<file path="config.mk">
export PLATFORM = sky130hd
export DESIGN_NAME = skip_logic_table_read_ops
export DESIGN_NICKNAME = d
export VERILOG_FILES = /design/src/common/skip_pkg.sv /design/src/verilog/skip_logic_table_read_ops.sv
export SDC_FILE = /design/constraint.sdc
export NUM_CORES = 2
export LEC_CHECK = 0
export BUFFER_PORTS_ARGS = -buffer_cell sky130_fd_sc_hd__buf_2
export CORE_ASPECT_RATIO = 1.4
export CORE_MARGIN = 4
export CORE_UTILIZATION = 50
export DETAILED_ROUTE_END_ITERATION = 10
export PLACE_DENSITY = 0.69
export SYNTH_ARGS = -nofsm -noshare
export SYNTH_HDL_FRONTEND = slang
export SYNTH_SLANG_ARGS = --single-unit
export TNS_END_PERCENT = 5
</file>
<file path="constraint.sdc">
create_clock -name CLK_IN -period 17.6 [get_ports CLK_IN]
set_clock_uncertainty 0.05 [all_clocks]
set_input_delay 0.88 -clock CLK_IN [delete_from_list [all_inputs] [get_ports CLK_IN]]
set_output_delay 0.88 -clock CLK_IN [all_outputs]
set_load 0.02 [all_outputs]
</file>
<file path="src/common/skip_pkg.sv">
// Shared constants for the skip, table read and arithmetic execution block
package skip_pkg;
  // Operation codes presented on the operation port
  localparam logic [4:0] OP_SET_BYTE = 5'h00;
  localparam logic [4:0] OP_SET_BIT = 5'h01;
  localparam logic [4:0] OP_INC_SKIP = 5'h02;
  localparam logic [4:0] OP_INC_ACC_SKIP = 5'h03;
  localparam logic [4:0] OP_SKIP_BIT_SET = 5'h04;
  localparam logic [4:0] OP_SKIP_ZERO = 5'h05;
  localparam logic [4:0] OP_LOAD_ACC_SKIP = 5'h06;
  localparam logic [4:0] OP_SKIP_BIT_CLR = 5'h07;
  localparam logic [4:0] OP_SUB_ACC = 5'h08;
  localparam logic [4:0] OP_SUB_MEM = 5'h09;
  localparam logic [4:0] OP_SUB_IMM = 5'h0A;
  localparam logic [4:0] OP_SWAP_MEM = 5'h0B;
  localparam logic [4:0] OP_SWAP_ACC = 5'h0C;
  localparam logic [4:0] OP_TBL_CUR = 5'h0D;
  localparam logic [4:0] OP_TBL_LAST = 5'h0E;
  localparam logic [4:0] OP_XOR_ACC = 5'h0F;
  localparam logic [4:0] OP_XOR_MEM = 5'h10;
  localparam logic [4:0] OP_XOR_IMM = 5'h11;

  // Register port offsets
  localparam logic [2:0] REG_ACC = 3'h0;
  localparam logic [2:0] REG_FLAGS = 3'h1;
  localparam logic [2:0] REG_LOOKUP_PTR = 3'h2;
  localparam logic [2:0] REG_UPPER = 3'h3;
  localparam logic [2:0] REG_MEM_INDEX = 3'h4;
  localparam logic [2:0] REG_MEM_DATA = 3'h5;

  // Flag field positions
  localparam int FLAG_C = 0;
  localparam int FLAG_HALF_CARRY = 1;
  localparam int FLAG_Z = 2;
  localparam int FLAG_SIGN_ERR = 3;

  // Reset values
  localparam logic [7:0] ACC_RESET = 8'h00;
  localparam logic [3:0] FLAGS_RESET = 4'h0;
  localparam logic [7:0] PTR_RESET = 8'h00;
  localparam logic [7:0] UPPER_RESET = 8'h00;
  localparam logic [6:0] INDEX_RESET = 7'h00;

  // Data and program memory shape
  localparam int DMEM_WORDS = 128;
  localparam logic [7:0] ALL_ONES = 8'hFF;
  localparam logic [2:0] LAST_PAGE = 3'h7;
endpackage

</file>
<file path="src/verilog/skip_logic_table_read_ops.sv">
// Execution unit for set, skip, subtract, swap, table read and xor operations
`timescale 1ns/1ns
`default_nettype none
module skip_logic_table_read_ops (
  // Clock and reset
  input wire logic CLK_IN,
  input wire logic RST_IN,
  // Operation port
  input wire logic OP_VALID_IN,
  input wire logic [4:0] OP_CODE_IN,
  input wire logic [6:0] OP_ADDR_IN,
  input wire logic [2:0] OP_BIT_IN,
  input wire logic [7:0] OP_IMM_IN,
  input wire logic [2:0] OP_PAGE_IN,
  output logic OP_READY_OUT,
  output logic OP_DONE_OUT,
  output logic OP_SKIP_OUT,
  // Program memory read port
  output logic [10:0] ROM_ADDR_OUT,
  input wire logic [15:0] ROM_DATA_IN,
  // Register port
  input wire logic [2:0] REG_ADDR_IN,
  input wire logic [7:0] REG_WDATA_IN,
  input wire logic REG_WR_IN,
  input wire logic REG_RD_IN,
  output logic [7:0] REG_RDATA_OUT,
  // Visible core state
  output logic [7:0] ACC_OUT,
  output logic [3:0] FLAGS_OUT
);

  typedef enum logic [1:0] {
    ST_IDLE,
    ST_DUMMY,
    ST_ROM
  } state_e;

  typedef struct packed {
    state_e st;
    logic [7:0] acc;
    logic [3:0] flags;
    logic [7:0] ptr;
    logic [7:0] upper;
    logic [6:0] idx;
    logic [7:0] rdata;
    logic ready;
    logic done;
    logic skip;
    logic [10:0] rom_addr;
    logic [6:0] dest;
  } core_s;

  core_s state_reg;
  core_s state_next;
  // Operand and table destination storage
  logic [7:0] dmem [skip_pkg::DMEM_WORDS];
  // One write port shared by register and operation writes
  logic mem_we;
  logic [6:0] mem_wa;
  logic [7:0] mem_wd;

  // Eight-bit increment with wrap
  function automatic logic [7:0] inc_byte(input logic [7:0] v);
    return v + 8'h01;
  endfunction

  // Whole byte equals zero
  function automatic logic is_zero(input logic [7:0] v);
    return v == 8'h00;
  endfunction

  // Selected bit of a byte
  function automatic logic bit_of(input logic [7:0] v, input logic [2:0] i);
    return v[i];
  endfunction

  // Subtraction as a plus inverted b plus one; returns {sign error, half carry, carry, result}
  function automatic logic [10:0] sub_calc(input logic [7:0] a, input logic [7:0] b);
    logic [8:0] full;
    logic [4:0] low;
    logic sign_err;
    full = {1'b0, a} + {1'b0, ~b} + 9'h001;
    low = {1'b0, a[3:0]} + {1'b0, ~b[3:0]} + 5'h01;
    sign_err = (a[7] != b[7]) && (full[7] != a[7]);
    return {sign_err, low[4], full[8], full[7:0]};
  endfunction

  // Flags after a subtraction
  // Carry set means no borrow
  function automatic logic [3:0] sub_flags(input logic [10:0] s);
    logic [3:0] f;
    f = 4'h0;
    f[skip_pkg::FLAG_C] = s[8];
    f[skip_pkg::FLAG_HALF_CARRY] = s[9];
    f[skip_pkg::FLAG_Z] = is_zero(s[7:0]);
    f[skip_pkg::FLAG_SIGN_ERR] = s[10];
    return f;
  endfunction

  // Zero flag replaced, others kept
  function automatic logic [3:0] z_only(input logic [3:0] f, input logic [7:0] res);
    logic [3:0] o;
    o = f;
    o[skip_pkg::FLAG_Z] = is_zero(res);
    return o;
  endfunction

  function automatic logic [7:0] swap_nib(input logic [7:0] v);
    return {v[3:0], v[7:4]};
  endfunction

  always_comb begin
    logic [7:0] m;
    logic [7:0] res;
    logic [10:0] s;
    logic take;
    logic reg_we;
    // Operand byte is read combinationally in the take cycle
    m = dmem[OP_ADDR_IN];
    res = 8'h00;
    s = 11'h000;
    take = 1'b0;
    reg_we = 1'b0;
    state_next = state_reg;
    state_next.done = 1'b0;
    state_next.skip = 1'b0;
    mem_we = 1'b0;
    mem_wa = state_reg.idx;
    mem_wd = REG_WDATA_IN;
    // Register port; an operation in the same cycle overrides it
    if (REG_WR_IN) begin
      unique case (REG_ADDR_IN)
        skip_pkg::REG_ACC: state_next.acc = REG_WDATA_IN;
        skip_pkg::REG_FLAGS: state_next.flags = REG_WDATA_IN[3:0];
        skip_pkg::REG_LOOKUP_PTR: state_next.ptr = REG_WDATA_IN;
        skip_pkg::REG_MEM_INDEX: state_next.idx = REG_WDATA_IN[6:0];
        skip_pkg::REG_MEM_DATA: reg_we = 1'b1;
        // Upper byte register is read-only
        default: ;
      endcase
    end

    // Register read-back, answered one cycle after the strobe
    if (REG_RD_IN) begin
      unique case (REG_ADDR_IN)
        skip_pkg::REG_ACC: state_next.rdata = state_reg.acc;
        skip_pkg::REG_FLAGS: state_next.rdata = {4'h0, state_reg.flags};
        skip_pkg::REG_LOOKUP_PTR: state_next.rdata = state_reg.ptr;
        skip_pkg::REG_UPPER: state_next.rdata = state_reg.upper;
        skip_pkg::REG_MEM_INDEX: state_next.rdata = {1'b0, state_reg.idx};
        skip_pkg::REG_MEM_DATA: state_next.rdata = dmem[state_reg.idx];
        default: state_next.rdata = 8'h00;
      endcase
    end

    // Operation decode
    unique case (state_reg.st)
      ST_IDLE: begin
        if (OP_VALID_IN) begin
          unique case (OP_CODE_IN)
            skip_pkg::OP_SET_BYTE: begin
              mem_we = 1'b1;
              mem_wd = skip_pkg::ALL_ONES;
            end
            skip_pkg::OP_SET_BIT: begin
              res = m;
              res[OP_BIT_IN] = 1'b1;
              mem_we = 1'b1;
              mem_wd = res;
            end
            skip_pkg::OP_INC_SKIP: begin
              res = inc_byte(m);
              mem_we = 1'b1;
              mem_wd = res;
              take = is_zero(res);
            end
            skip_pkg::OP_INC_ACC_SKIP: begin
              res = inc_byte(m);
              state_next.acc = res;
              take = is_zero(res);
            end
            skip_pkg::OP_SKIP_BIT_SET: take = bit_of(m, OP_BIT_IN);
            skip_pkg::OP_SKIP_ZERO: take = is_zero(m);
            skip_pkg::OP_LOAD_ACC_SKIP: begin
              state_next.acc = m;
              take = is_zero(m);
            end
            skip_pkg::OP_SKIP_BIT_CLR: take = !bit_of(m, OP_BIT_IN);
            skip_pkg::OP_SUB_ACC: begin
              s = sub_calc(state_reg.acc, m);
              state_next.acc = s[7:0];
              state_next.flags = sub_flags(s);
            end
            skip_pkg::OP_SUB_MEM: begin
              s = sub_calc(state_reg.acc, m);
              mem_we = 1'b1;
              mem_wd = s[7:0];
              state_next.flags = sub_flags(s);
            end
            skip_pkg::OP_SUB_IMM: begin
              s = sub_calc(state_reg.acc, OP_IMM_IN);
              state_next.acc = s[7:0];
              state_next.flags = sub_flags(s);
            end
            skip_pkg::OP_SWAP_MEM: begin
              mem_we = 1'b1;
              mem_wd = swap_nib(m);
            end
            skip_pkg::OP_SWAP_ACC: state_next.acc = swap_nib(m);
            // Ready drops until the program word has been stored
            skip_pkg::OP_TBL_CUR: begin
              state_next.rom_addr = {OP_PAGE_IN, state_reg.ptr};
              state_next.dest = OP_ADDR_IN;
              state_next.st = ST_ROM;
              state_next.ready = 1'b0;
            end
            skip_pkg::OP_TBL_LAST: begin
              state_next.rom_addr = {skip_pkg::LAST_PAGE, state_reg.ptr};
              state_next.dest = OP_ADDR_IN;
              state_next.st = ST_ROM;
              state_next.ready = 1'b0;
            end
            skip_pkg::OP_XOR_ACC: begin
              res = state_reg.acc ^ m;
              state_next.acc = res;
              state_next.flags = z_only(state_reg.flags, res);
            end
            skip_pkg::OP_XOR_MEM: begin
              res = state_reg.acc ^ m;
              mem_we = 1'b1;
              mem_wd = res;
              state_next.flags = z_only(state_reg.flags, res);
            end
            skip_pkg::OP_XOR_IMM: begin
              res = state_reg.acc ^ OP_IMM_IN;
              state_next.acc = res;
              state_next.flags = z_only(state_reg.flags, res);
            end
            default: ;
          endcase
          // Operation writes go to the operand address
          if (mem_we) begin
            mem_wa = OP_ADDR_IN;
          end
          if (take) begin
            // Fetched successor is discarded during one dummy cycle
            state_next.st = ST_DUMMY;
            state_next.ready = 1'b0;
          end else if (state_next.st == ST_IDLE) begin
            state_next.done = 1'b1;
          end
        end
      end
      ST_DUMMY: begin
        // Successor slot: report done together with the skip
        state_next.st = ST_IDLE;
        state_next.ready = 1'b1;
        state_next.done = 1'b1;
        state_next.skip = 1'b1;
      end
      ST_ROM: begin
        // Program word answers the address registered at the take edge
        mem_we = 1'b1;
        mem_wa = state_reg.dest;
        mem_wd = ROM_DATA_IN[7:0];
        state_next.upper = ROM_DATA_IN[15:8];
        state_next.st = ST_IDLE;
        state_next.ready = 1'b1;
        state_next.done = 1'b1;
      end
      // Unused state code returns to idle
      default: begin
        state_next.st = ST_IDLE;
        state_next.ready = 1'b1;
      end
    endcase

    // Register write to memory yields to an operation write in the same cycle
    mem_we = mem_we || reg_we;
  end

  always_ff @(posedge CLK_IN) begin
    // Synchronous reset; ready stays high so an operation can follow at once
    if (RST_IN) begin
      state_reg.st <= ST_IDLE;
      state_reg.acc <= skip_pkg::ACC_RESET;
      state_reg.flags <= skip_pkg::FLAGS_RESET;
      state_reg.ptr <= skip_pkg::PTR_RESET;
      state_reg.upper <= skip_pkg::UPPER_RESET;
      state_reg.idx <= skip_pkg::INDEX_RESET;
      state_reg.rdata <= 8'h00;
      state_reg.ready <= 1'b1;
      state_reg.done <= 1'b0;
      state_reg.skip <= 1'b0;
      state_reg.rom_addr <= 11'h000;
      state_reg.dest <= 7'h00;
    end else begin
      state_reg <= state_next;
    end
  end

  // Data memory holds contents across reset
  always_ff @(posedge CLK_IN) begin
    if (mem_we) begin
      dmem[mem_wa] <= mem_wd;
    end
  end

  // Every output is a state register field
  assign OP_READY_OUT = state_reg.ready;
  assign OP_DONE_OUT = state_reg.done;
  assign OP_SKIP_OUT = state_reg.skip;
  assign ROM_ADDR_OUT = state_reg.rom_addr;
  assign REG_RDATA_OUT = state_reg.rdata;
  assign ACC_OUT = state_reg.acc;
  assign FLAGS_OUT = state_reg.flags;

endmodule
`default_nettype wire

</file>
==> flow_summary.json <==
{
  "status": "finished clean",
  "timing.final.crit_share_pct": 44.9,
  "min_path_cells": 3,
  "ys.warnings.count": 0,
  "layout.nets": 3522,
  "hp-class": "input port to flip-flop",
  "drtIter0Drc": 4023,
  "ir_drop_mv": 0.0842,
  "worstPathArrival_ns": 8.24,
  "cts_tree": "done",
  "avgSynthCellArea_um2": 15.8,
  "dr_total_vias": 33993,
  "post-cts-setup-buffers": 0,
  "cts.clk_slew.worst_paths_ns": 0.07,
  "filler_cell_count": 8533,
  "tightest_slew_ns": 1.34,
  "synth_top_area_cell": "edfxtp_1",
  "rsz0062_at_grt": "no",
  "crit_required_ns": 17.94,
  "reg2regPathDepth": 20,
  "overflow": 0,
  "rr_startpoint": "dmem[72][0]$_DFFE_PP_",
  "totalWireLength_um": 172000,
  "grt_pass1_wl_um": 244000,
  "cts_resized": 0,
  "setup_viol": 0,
  "cts_buffers": 102,
  "async_flop_share_pct": 0,
  "ys_top_cells_by_area": "edfxtp_1 (56%), mux4_2 (16%), mux2i_1 (8.0%)",
  "hold_end": "state_reg[43]$_SDFFE_PP0N_",
  "first_pass_iters": 7,
  "setup.worst_path.start_class": "input port",
  "dpl.hpwl_um": 118000,
  "synth_flop_cell": "edfxtp_1",
  "fp.dieArea_um2": 114000,
  "finalPower_w": 0.00568,
  "htree_levels": 3,
  "min-delay-start": "ROM_DATA_IN[15]",
  "gp_congestion": 0.957,
  "max_cap_viol_count": 0,
  "period_needed_ns": 7.90,
  "yosysSeqAreaShare_pct": 59.1,
  "r2r_end": "dmem[37][6]$_DFFE_PP_",
  "chipWidth_um": 287,
  "wl_per_cell_um": 34.6,
  "io_pins": 92,
  "largest_reg_flops": 1024,
  "area_growth_pct": 8.88,
  "antenna_found_initial": 8,
  "clk_latency_ns": 0.75,
  "fmax_ghz": 0.127,
  "critPathKind": "input port to flip-flop",
  "cp_max_fo": 130,
  "finalHoldViolCount": 0,
  "finalMaxSlewViolations": 0,
  "grt_pass1_vias": 34331,
  "drc": 0,
  "ant_nets": 0,
  "std_cell_rows": 143,
  "avgViaCountPerCell": 6.83,
  "synth_edf_count": 1024,
  "coreArea_um2": 108000,
  "synth_seq_cells": 1097,
  "place.port_buffers": 91,
  "netlist_area_um2": 54500,
  "start_util_pct": 50.2,
  "yosys-top-cells-count": "edfxtp_1 (1024), mux2i_1 (434), mux4_2 (398), nor2_1 (221), a22oi_1 (194)",
  "yosysUniqueCellTypes": 85,
  "cts.path.max_buffers": 3,
  "root_buffer": "clkbuf_16",
  "hold_buffers": 0,
  "end_kind": "flip-flop",
  "ff2ff_setup_slack_ns": 11.03,
  "synth_top_area_share_pct": 56.5,
  "fin_setup_tns_ns": 0,
  "cts.sinks": 1097,
  "syn_nets": 3531,
  "drive_above_1_share_pct": 22.2,
  "slew-limit-headroom_pct": 10.2,
  "cellPowerDensity_nw_per_um2": 95.8,
  "synth_cells": 3445,
  "final_util_pct": 54.7,
  "synth_most_common_cell": "edfxtp_1",
  "die_y_um": 399,
  "power.leakage_nw": 19.1,
  "grt_start_max_net_pins": 131,
  "grt_usage_pct": 29.8
}
## critical path, stage by stage
cell and delay (ns):
buf_8 0.62, buf_12 0.70, mux2i_1 0.28, a22oi_1 0.12
nand3_1 0.36, o21ai_0 0.20, nor2_1 0.24, a211oi_1 0.13
nor2_1 0.33, inv_1 0.23, ha_1 0.25, fa_1 0.47
inv_1 0.13, a21o_1 0.13, a21o_1 0.27, a21o_1 0.18
a21o_1 0.19, a21oi_1 0.10, o22ai_1 0.21, a211o_1 0.13
a211oi_1 0.07, o21ai_4 0.73, buf_4 0.84
## how the worst max path moves through the flow
| stage | from | to | slack, ns | cells past startpoint |
|---|---|---|---|---|
| after CTS | OP_ADDR_IN[2] | dmem[37][6]$_DFFE_PP_ | 9.99 | 23 |
| after global placement | OP_ADDR_IN[0] | dmem[32][6]$_DFFE_PP_ | 9.42 | 22 |
| after detailed placement | OP_ADDR_IN[2] | dmem[32][6]$_DFFE_PP_ | 9.25 | 23 |
| after global routing | OP_ADDR_IN[2] | dmem[44][6]$_DFFE_PP_ | 9.50 | 23 |
| final | OP_ADDR_IN[2] | dmem[37][6]$_DFFE_PP_ | 9.70 | 23 |
| after floorplan | OP_ADDR_IN[0] | dmem[0][7]$_DFFE_PP_ | 4.55 | 14 |
## cell families after synthesis
kind of cell               Yosys count  synth area share, %
AOI/OAI and AO/OA                  541                 6.81
xor gates and xnor gates            18                0.289
adders and majority gates           28                0.671
buffers and inverters              317                 3.21
DFF                               1097                 59.1
muxes                              846                 24.7
and+or+nand+nor                    598                 5.15
## metal layers
metal	part of all wire [%]	up-vias	global-route usage, %	wire, um
met5	0.015	-	0	25
li1	-	14044	-	-
met1	34	17426	34.7	57800
met3	8.5	487	4.93	14600
met2	49	2032	50.1	85100
met4	8.6	4	21.3	14800
## placed cells by master (no fill, tap or decap), drive strengths merged, types with 9 or more instances in the layout
| cell type | n |
|---|---|
| nor2 | 225 |
| a21oi | 130 |
| edfxtp | 1024 |
| nand3 | 72 |
| mux2 | 14 |
| o21ai | 50 |
| and2 | 12 |
| a22oi | 194 |
| nand4 | 18 |
| clkbuf | 123 |
| o22ai | 32 |
| nand3b | 9 |
| buf | 169 |
| bufinv | 11 |
| inv | 37 |
| ha | 26 |
| nand2b | 19 |
| nor4 | 14 |
| xor2 | 10 |
| mux2i | 434 |
| clkinv | 46 |
| nor2b | 31 |
| mux4 | 398 |
| dfxtp | 73 |
| nand2 | 140 |
| a211oi | 21 |
| a221oi | 12 |
| o211ai | 10 |
| a21o | 12 |
| nor3 | 24 |
## through the flow
step / cell area, um^2 / cells / hold WS [ns] / worst slack (ns)
after floorplan: 54500 / 3445 / 0.386 / 4.55
after global placement: 55900 / 4782 / 0.391 / 9.42
after detailed placement: 55900 / 4782 / 0.393 / 9.25
after CTS: 59300 / 4972 / 0.291 / 9.99
after global routing: 59300 / 4972 / 0.320 / 9.50
final: 59300 / 4975 / 0.326 / 9.70
## layout make-up
cell class	instances	area, um^2	area share (%)
clock inverters	68	719	1.21
flip-flops and latches	1097	32200	54.3
multi-input cells	2031	20600	34.8
well taps	1450	1810	3.06
diodes	3	7.51	0.0127
clock buffers	122	2650	4.47
repair buffers	170	1120	1.88
inverters	34	128	0.215
## where the power goes
group	internal, W	leakage, nW	switching [W]	total [W]
sequential	0.00289	9.79	0.0000133	0.00291
clock	0.00125	1.62	0.00101	0.00226
combinational	0.000162	7.68	0.000352	0.000515
total	0.00430	19.1	0.00138	0.00568
Note: power is estimated with default switching activity, not from simulation.
